==> src/verilog/usp_defs.svh <==
// Overview of operation
// [RULE1] overflow set also sets sticky summary bit
// [RULE2] compares and non-overflowing ops keep summary bit
// [RULE3] overflow flag equals carry0 xor carry1
// [RULE4] carrying ops set carry flag from carry0
// [RULE5] arithmetic right shift: carry if ones lost; the code sets carry only when the operand is negative
// [RULE6] flags come from the full three-operand sum
// [RULE7] exception bits 16..23 store and return writes
// [RULE8] other reserved exception bits read zero
// [RULE9] bits 25..31 hold string byte count
// [RULE10] link register gives branch-to-link target
// [RULE11] link low bits stored, masked as address
// [RULE12] linking branch writes next address, taken or not
// [RULE13] branch option may decrement loop count
// [RULE14] decrementing zero count wraps to all ones
// [RULE15] loop count gives branch-to-count target
// [RULE16] 64-bit unsigned time count increments periodically
// [RULE17] time count split into upper, lower halves
// [RULE18] time count written only at supervisor level
// [RULE19] time count read and write numbers differ
// [RULE20] each read returns one 32-bit half
// [RULE21] reset leaves exception, link, count untouched
// [RULE22] tick pulse advances count, carry same cycle
`ifndef USP_DEFS_SVH
`define USP_DEFS_SVH

// special-purpose register numbers
`define USP_SPR_FLAGS      10'h001
`define USP_SPR_LINK       10'h008
`define USP_SPR_COUNT      10'h009
`define USP_SPR_TIME_LO_RD 10'h10c
`define USP_SPR_TIME_HI_RD 10'h10d
`define USP_SPR_TIME_LO_WR 10'h11c
`define USP_SPR_TIME_HI_WR 10'h11d

// exception register field positions (little-endian bit index)
`define USP_FLD_SUMMARY    31
`define USP_FLD_SIGNED     30
`define USP_FLD_UNSIGNED   29
`define USP_FLD_KEEP_HI    15
`define USP_FLD_KEEP_LO    8
`define USP_FLD_BYTES_HI   6

// reset values of the registers that do reset
`define USP_RST_TIME       64'h0000_0000_0000_0000
`define USP_RST_RDATA      32'h0000_0000

`endif

==> src/verilog/usp_pkg.sv <==
package usp_pkg;

   // decoded special-purpose register selection
   typedef enum logic [2:0] {
      USP_SEL_NONE,
      USP_SEL_FLAGS,
      USP_SEL_LINK,
      USP_SEL_COUNT,
      USP_SEL_TIME_LO_RD,
      USP_SEL_TIME_HI_RD,
      USP_SEL_TIME_LO_WR,
      USP_SEL_TIME_HI_WR
   } usp_sel_t;

endpackage

==> src/verilog/usp_time_if.sv <==
`timescale 1ns/1ns
`default_nettype none
// carrier between the register file and the time counter
interface usp_time_if;
   logic        tick;      // advance pulse
   logic        wr_upper;  // load upper half
   logic        wr_lower;  // load lower half
   logic [31:0] wdata;     // load value
   logic [31:0] upper;     // upper half value
   logic [31:0] lower;     // lower half value

   modport ctl (output tick, output wr_upper, output wr_lower,
                output wdata, input upper, input lower);
   modport cnt (input tick, input wr_upper, input wr_lower,
                input wdata, output upper, output lower);
endinterface
`default_nettype wire

==> src/verilog/usp_time_count.sv <==
`timescale 1ns/1ns
`default_nettype none
`include "usp_defs.svh"
// 64-bit time count, advanced only on the tick pulse and presented as two halves
module usp_time_count
   import usp_pkg::*;
(
   input wire logic clk,    // core clock
   input wire logic rst_n,  // async reset, active low
   usp_time_if.cnt  tc      // control and value bundle
);

   logic [63:0] count;      // full time count
   logic [63:0] next_count; // value for the next edge

   ////////////////////////////////////////////////////////////////////
   // next value: increment, then supervisor loads override a half
   always_comb begin
      next_count = count;
      if (tc.tick) begin
         next_count = count + 64'h1;          // RULE16 RULE22
      end
      if (tc.wr_upper) begin
         next_count[63:32] = tc.wdata;        // RULE17
      end
      if (tc.wr_lower) begin
         next_count[31:0] = tc.wdata;         // RULE17
      end
   end

   // count register
   always_ff @(posedge clk or negedge rst_n) begin
      if (!rst_n) begin
         count <= `USP_RST_TIME;
      end else begin
         count <= next_count;
      end
   end

   assign tc.upper = count[63:32];            // RULE17
   assign tc.lower = count[31:0];
endmodule
`default_nettype wire

==> src/verilog/usp_sprs.sv <==
`timescale 1ns/1ns
`default_nettype none
`include "usp_defs.svh"
// user-level integer special-purpose registers
module usp_sprs
   import usp_pkg::*;
(
   input  wire logic        clk,            // core clock
   input  wire logic        rst_n,          // async reset, active low
   // register move port
   input  wire logic        spr_wr_en,      // move-to strobe
   input  wire logic        spr_rd_en,      // move-from strobe
   input  wire logic [9:0]  spr_num,        // register number
   input  wire logic [31:0] spr_wdata,      // move-to data
   input  wire logic        spr_supervisor, // supervisor privilege
   output logic [31:0]      spr_rdata,      // move-from data, next cycle
   // integer unit: add and subtract
   input  wire logic        arith_valid,    // add/subtract completes
   input  wire logic        arith_ovf_en,   // overflow-record enable
   input  wire logic        arith_carrying, // carrying or extended form
   input  wire logic [31:0] arith_a,        // first addend
   input  wire logic [31:0] arith_b,        // second addend
   input  wire logic        arith_cin,      // third addend, one bit
   // integer unit: shift right algebraic
   input  wire logic        sra_valid,      // shift completes
   input  wire logic [31:0] sra_src,        // shifted operand
   input  wire logic [5:0]  sra_amt,        // shift amount 0..63
   // branch unit
   input  wire logic        br_valid,       // branch completes
   input  wire logic        br_link,        // link requested
   input  wire logic        br_dec_count,   // branch_option_field asks
   input  wire logic [31:0] br_next_addr,   // address after branch
   // time base rate
   input  wire logic        time_tick,      // one-cycle rate pulse
   // values for the rest of the core
   output logic [31:0]      link_target,    // branch_cond_to_link target
   output logic [31:0]      count_target,   // branch_cond_to_count target
   output logic [31:0]      loop_count_val, // loop_count contents
   output logic             summary_ovf,    // sticky summary bit
   output logic             carry_flag,     // unsigned_wrap_flag
   output logic [6:0]       string_bytes    // load_string_indexed length
);

   ////////////////////////////////////////////////////////////////////
   // storage
   logic        sum_ovf;            // sticky summary overflow
   logic        signed_wrap_flag;   // overflow
   logic        unsigned_wrap_flag; // carry
   logic [7:0]  keep_bits;          // reserved bits that store
   logic [6:0]  byte_count;         // string transfer length
   logic [31:0] branch_return_link; // link register
   logic [31:0] loop_count;         // count register

   usp_time_if  tbus ();            // time counter bundle

   ////////////////////////////////////////////////////////////////////
   // helpers

   // decode a register number with the access direction
   function automatic usp_sel_t decode_spr(input logic [9:0] num,
                                           input logic       wr);
      usp_sel_t sel;
      sel = USP_SEL_NONE;
      case (num)
         `USP_SPR_FLAGS:      sel = USP_SEL_FLAGS;
         `USP_SPR_LINK:       sel = USP_SEL_LINK;
         `USP_SPR_COUNT:      sel = USP_SEL_COUNT;
         `USP_SPR_TIME_LO_RD: sel = wr ? USP_SEL_NONE : USP_SEL_TIME_LO_RD;
         `USP_SPR_TIME_HI_RD: sel = wr ? USP_SEL_NONE : USP_SEL_TIME_HI_RD;
         `USP_SPR_TIME_LO_WR: sel = wr ? USP_SEL_TIME_LO_WR : USP_SEL_NONE;
         `USP_SPR_TIME_HI_WR: sel = wr ? USP_SEL_TIME_HI_WR : USP_SEL_NONE;
         default:             sel = USP_SEL_NONE;
      endcase
      return sel;
   endfunction

   // address form of a register: low two bits ignored
   function automatic logic [31:0] as_addr(input logic [31:0] v);
      return {v[31:2], 2'b00};
   endfunction

   ////////////////////////////////////////////////////////////////////
   // decode of the move port
   usp_sel_t wsel;  // write target
   usp_sel_t rsel;  // read source
   logic     wr_flags, wr_link, wr_count; // register write strobes

   assign wsel     = spr_wr_en ? decode_spr(spr_num, 1'b1) : USP_SEL_NONE;
   assign rsel     = decode_spr(spr_num, 1'b0);
   assign wr_flags = (wsel == USP_SEL_FLAGS);
   assign wr_link  = (wsel == USP_SEL_LINK);
   assign wr_count = (wsel == USP_SEL_COUNT);

   ////////////////////////////////////////////////////////////////////
   // add/subtract flags from the whole three-operand sum
   logic [32:0] full_sum;  // sum with carry out of the top bit
   logic [31:0] low_sum;   // sum of the lower 31 bits, carry at [31]
   logic        carry_top; // carry out of the most significant bit
   logic        carry_sub; // carry into the most significant bit
   logic        ovf_calc;  // signed overflow of the instruction

   assign full_sum  = {1'b0, arith_a} + {1'b0, arith_b}
                    + {32'h0, arith_cin};                   // RULE6
   assign low_sum   = {1'b0, arith_a[30:0]} + {1'b0, arith_b[30:0]}
                    + {31'h0, arith_cin};                   // RULE6
   assign carry_top = full_sum[32];
   assign carry_sub = low_sum[31];
   assign ovf_calc  = carry_top ^ carry_sub;                // RULE3

   ////////////////////////////////////////////////////////////////////
   // shift right algebraic: ones lost from a negative operand
   logic [31:0] lost_mask; // bit positions shifted out
   logic        sra_carry; // carry result of the shift

   always_comb begin
      if (sra_amt[5]) begin
         lost_mask = 32'hffffffff;      // everything leaves
      end else begin
         lost_mask = (32'h1 << sra_amt[4:0]) - 32'h1;
      end
   end
   assign sra_carry = sra_src[31] & (|(sra_src & lost_mask)); // RULE5

   ////////////////////////////////////////////////////////////////////
   // exception register: no reset, contents survive it
   always_ff @(posedge clk) begin                           // RULE21
      // software move comes first, unit results override it
      if (wr_flags) begin
         sum_ovf            <= spr_wdata[`USP_FLD_SUMMARY];
         signed_wrap_flag   <= spr_wdata[`USP_FLD_SIGNED];
         unsigned_wrap_flag <= spr_wdata[`USP_FLD_UNSIGNED];
         keep_bits          <=
            spr_wdata[`USP_FLD_KEEP_HI:`USP_FLD_KEEP_LO];   // RULE7
         byte_count         <= spr_wdata[`USP_FLD_BYTES_HI:0]; // RULE9
      end
      // overflow recorded only by enabled add/subtract
      if (arith_valid && arith_ovf_en) begin
         signed_wrap_flag <= ovf_calc;                      // RULE3
         if (ovf_calc) begin                                // RULE2
            sum_ovf <= 1'b1;                                // RULE1
         end
      end
      // carry from carrying or extended forms
      if (arith_valid && arith_carrying) begin
         unsigned_wrap_flag <= carry_top;                   // RULE4
      end
      // carry from algebraic shift
      if (sra_valid) begin
         unsigned_wrap_flag <= sra_carry;                   // RULE5
      end
   end

   // full read image; unlisted reserved bits are zero
   logic [31:0] flags_word; // exception register as read
   assign flags_word = {sum_ovf, signed_wrap_flag, unsigned_wrap_flag,
                        13'h0000, keep_bits, 1'b0, byte_count}; // RULE8

   ////////////////////////////////////////////////////////////////////
   // link register: branch write wins over a software move
   always_ff @(posedge clk) begin                           // RULE21
      if (br_valid && br_link) begin
         branch_return_link <= br_next_addr;                // RULE12
      end else if (wr_link) begin
         branch_return_link <= spr_wdata;                   // RULE11
      end
   end

   ////////////////////////////////////////////////////////////////////
   // count register: decrement wins over a software move
   always_ff @(posedge clk) begin                           // RULE21
      if (br_valid && br_dec_count) begin
         loop_count <= loop_count - 32'h1;                  // RULE13 RULE14
      end else if (wr_count) begin
         loop_count <= spr_wdata;
      end
   end

   ////////////////////////////////////////////////////////////////////
   // time counter, written only by supervisor code
   assign tbus.tick     = time_tick;                        // RULE22
   assign tbus.wdata    = spr_wdata;
   assign tbus.wr_upper = spr_supervisor
                        && (wsel == USP_SEL_TIME_HI_WR);    // RULE18 RULE19
   assign tbus.wr_lower = spr_supervisor
                        && (wsel == USP_SEL_TIME_LO_WR);    // RULE18 RULE19

   usp_time_count usp_time_count_i (
      .clk   (clk),
      .rst_n (rst_n),
      .tc    (tbus.cnt)
   );

   ////////////////////////////////////////////////////////////////////
   // read port: one half of the time count per read
   always_ff @(posedge clk or negedge rst_n) begin
      if (!rst_n) begin
         spr_rdata <= `USP_RST_RDATA;
      end else if (spr_rd_en) begin
         case (rsel)
            USP_SEL_FLAGS:      spr_rdata <= flags_word;
            USP_SEL_LINK:       spr_rdata <= branch_return_link;
            USP_SEL_COUNT:      spr_rdata <= loop_count;
            USP_SEL_TIME_LO_RD: spr_rdata <= tbus.lower;    // RULE20
            USP_SEL_TIME_HI_RD: spr_rdata <= tbus.upper;    // RULE20
            default:            spr_rdata <= `USP_RST_RDATA; // unmapped
         endcase
      end
   end

   ////////////////////////////////////////////////////////////////////
   // values to the branch and integer units
   assign link_target    = as_addr(branch_return_link);     // RULE10 RULE11
   assign count_target   = as_addr(loop_count);             // RULE15
   assign loop_count_val = loop_count;
   assign summary_ovf    = sum_ovf;
   assign carry_flag     = unsigned_wrap_flag;
   assign string_bytes   = byte_count;                      // RULE9
endmodule
`default_nettype wire

==> config.mk <==
export PLATFORM = sky130hd
export DESIGN_NAME = usp_sprs
export DESIGN_NICKNAME = d
export VERILOG_FILES = /design/src/verilog/usp_pkg.sv /design/src/verilog/usp_time_if.sv /design/src/verilog/usp_time_count.sv /design/src/verilog/usp_sprs.sv
export VERILOG_INCLUDE_DIRS = /design/src /design/src/verilog
export SDC_FILE = /design/constraint.sdc
export NUM_CORES = 1
export LEC_CHECK = 0
export BUFFER_PORTS_ARGS = -buffer_cell sky130_fd_sc_hd__buf_4
export CAP_MARGIN = 5
export CORE_MARGIN = 2
export CORE_UTILIZATION = 25
export DETAILED_ROUTE_END_ITERATION = 12
export GPL_ROUTABILITY_DRIVEN = 0
export REMOVE_ABC_BUFFERS = 1
export SYNTH_ARGS = -nofsm -noshare
export SYNTH_HDL_FRONTEND = slang
export SYNTH_SLANG_ARGS = --single-unit
==> constraint.sdc <==
create_clock -name clk -period 5.7 [get_ports clk]
set_input_delay 0.57 -clock clk [delete_from_list [all_inputs] [get_ports clk]]
set_output_delay 0.57 -clock clk [all_outputs]
set_load 0.1 [all_outputs]
==> summary.md <==
| Metric | Value |
|---|---|
| Status | complete, no violations |
| R2R cell count | 7 |
| Layout area overhead | 27.33% |
| RSZ-0062 raised after global routing | no |
| Crit path DAT | 3.52 ns |
| Crit-path max FO | 17 |
| Io pins | around 330 |
| Leak pwr | ~5.9 nW |
| Post_cts resized | 0 |
| 1st-iter DRT viols | a little under 900 |
| Nets | about 1.7k |
| WL per Instance | 20.47 um |
| Critical R2R Launch | loop_count_val[5] |
| TritonCTS buffer count | 17 |
| DIE WIDTH | 218.3 um |
| H-tree lvl count | 4 |
| Async set-or-reset flop fraction in the synthesized netlist | a little over half |
| Syn avg cell area | between 9 and 10 um^2 |
| Crit path from | spr_num[5] |
| Port Buffers | about 320 |
| CP cell instances | buf_4 -> or4_4 -> or3_1 -> nor2_1 -> nand2_1 -> nand2_1 -> buf_4 |
| Clk_lat worst skew | approximately 0.45 ns |
| Core footprint | ~45000 um^2 |
| Post-Syn Area | approximately 11000 um^2 |
| Setup Crit Path Kind | in -> reg |
| Largest net degree at the start of global routing | 69 |
| Reg clk slew, reported paths | 0.07 ns |
| Hold Path Class | in -> async |
| Most used DFF post-synth | dfrtp_1 |
| Slew headroom | between 20% and 30% |
| Setup tns final | 0 ns |
| Residual DRC count | 0 |
| Area post-placement | 14060 um^2 |
| Setup Skew | between 0.01 and 0.015 ns |
| Number of distinct library cells after synthesis | 73 |
| Post-layout min period | ~3.4 ns |
| CTS Buffer Depth | 2 |
| Req. time, crit path | 5.82 ns |
| Share of layout cells above drive strength 1 | between 30% and 40% |
| Vias in the first global route | between 9k and 10k |
| Detailed Place HPWL | 31580 um |
| Via count | roughly 10k |
| Slew @ Worst Pin | 1.189 ns |
| Worst hold slack | 0.05626 ns |
| Slowest CP cell | nand2_1 |
| Gate Count Post-Synth | roughly 1.2k |
| Die area | 47660 um^2 |
| ANT cells | 0 |
| DRT Pass-1 Iters | 6 |
| Max_cap viols | 0 |
| First-pass GRT wire length | 60970 um |
| Power Dens Cells | approximately 240 nW/um^2 |
| Initial Util | about a quarter |
| Layout filler cell count | between 4k and 5k |
| Final setup fails | 0 |
| # rows | ~80 |
| Fin. max-slew vios | 0 |
| DR vias/cell | about 5.1 |
| EDFF count, synth | just over 80 |
| #FFs+latches synth | between 150 and 200 |
| Design area | approximately 15000 um^2 |
| Critical Path Max Stage Delay | about 0.7 ns |
| Cts hold-fix bufs | 0 |
| Remaining global-route overflow | 0 |
| Post-Route WL | around 42000 um |
| Crit path capture type | register |
| Yosys warnings | 0 |
| Die Y | about 220 um |
| Final Cycle Share | approximately 60% |
| Max Clock Freq | 0.2945 GHz |
| Post-synthesis sequential area ratio | a little over two fifths |
| Setup Buffers After CTS | 0 |
| CTS sink count | between 150 and 200 |
| Worst Setup Start Kind | input pin |
| Global Route Usage Sum | 17.13% |
| Clk root buf | clkbuf_16 |
| Final Hold Fails | 0 |
| Final antenna-violating net count | 0 |
| Peak supply drop | around 0.20 mV |
| CTS tree | yes |
| Initial antenna violation count | 2 |
## layout make-up
type | instances | area, um^2 | share of cell area (%)
clock buffers | 17 | 425.4 | 2.909
clock inverters | 15 | 138.9 | 0.9499
inverters | 28 | 105.1 | 0.7188
multi-input cells | 866 | 5832 | 39.89
flip-flops and latches | 178 | 4855 | 33.20
well taps | 600 | 750.7 | 5.134
repair buffers | 335 | 2515 | 17.20
## per-stage QoR
stage | util (%) | instances | setup WS, ns | total power, mW
global route | 32.22 | 2039 | 2.171 | 3.719
CTS | 32.22 | 2039 | 2.358 | 3.610
finish | 32.22 | 2039 | 2.305 | 3.576
global placement | 30.98 | 2007 | 2.016 | 2.436
floorplan | - | 1072 | 1.687 | 2.101
detailed placement | 30.98 | 2007 | 1.911 | 2.445
## cells in the mapped netlist, drive strengths merged, types with 8 or more instances
cell | n | area (um^2)
a21oi | 69 | 345.3
a221oi | 12 | 105.1
a222oi | 20 | 200.2
a31oi | 8 | 50.05
and3 | 11 | 68.82
buf | 74 | 538.0
clkbuf | 52 | 195.2
dfrtp | 96 | 2402
edfxtp | 81 | 2432
ha | 35 | 437.9
inv | 28 | 105.1
mux2 | 62 | 698.2
mux2i | 18 | 180.2
nand2 | 121 | 454.2
nand3 | 32 | 160.2
nand4 | 27 | 168.9
nor2 | 86 | 322.8
nor3 | 32 | 165.2
nor4 | 18 | 127.6
o21a | 15 | 112.6
o21ai | 86 | 430.4
o221ai | 8 | 70.07
o32ai | 8 | 70.07
or3 | 11 | 73.82
xnor2 | 49 | 429.2
xor2 | 41 | 359.1
## critical path, delay by kind of cell
| kind | cells | cell delay [ns] |
|---|---|---|
| buffers and inverters | 2 | 0.53 |
| AND/OR/NAND/NOR | 5 | 2.41 |
## kinds of logic after synthesis
group                      Yosys count  synth area share, %
and+or+nand+nor                    377                16.21
AOI/OAI and AO/OA                  279                15.77
DFF                                178                42.27
buffers and inverters              154                7.300
xor gates and xnor gates            90                6.864
muxes                               80                7.649
adders and majority gates           36                3.901
other                                1              0.03266
## worst paths after layout
path / endpoint / slack [ns]
min: spr_rdata[13] / 0.06
min reg2reg: spr_rdata[16] / 0.48
max reg2reg: loop_count_val[30] / 2.39
max in group asynchronous: spr_rdata[29] / 4.36
min in group clk: string_bytes[0] / 0.35
max: loop_count_val[22] / 2.30
## cells in the final DEF (no fill, tap or decap), drive strengths merged, types with 35 or more instances in the layout
master / count
a21oi: 69
buf: 335
dfrtp: 96
edfxtp: 81
ha: 35
inv: 37
mux2: 62
nand2: 121
nor2: 86
o21ai: 86
xnor2: 49
xor2: 41
## routing by layer
metal | global-route usage (%) | up-vias | wire length, um
met5 | 0 | - | 28
li1 | - | 4822 | -
met1 | 22.06 | 5000 | 17450
met2 | 29.19 | 485 | 20170
met3 | 4.231 | 38 | 3671
met4 | 3.152 | 4 | 418
## registers in the layout, summed over array words and instances (netlist names), 7 cells and up
register	flops
loop_count_val	32
keep_bits	8
usp_time_count_i.count	64
branch_return_link	32
spr_rdata	32
string_bytes	7
## power by group
part	switching [mW]	total, mW	internal (mW)
Combinational	0.622	0.902	0.280
Clock	0.583	1.16	0.580
Sequential	0.0868	1.51	1.42
Total	1.29	3.58	2.28
No activity file was read; power rests on OpenSTA's default activity.
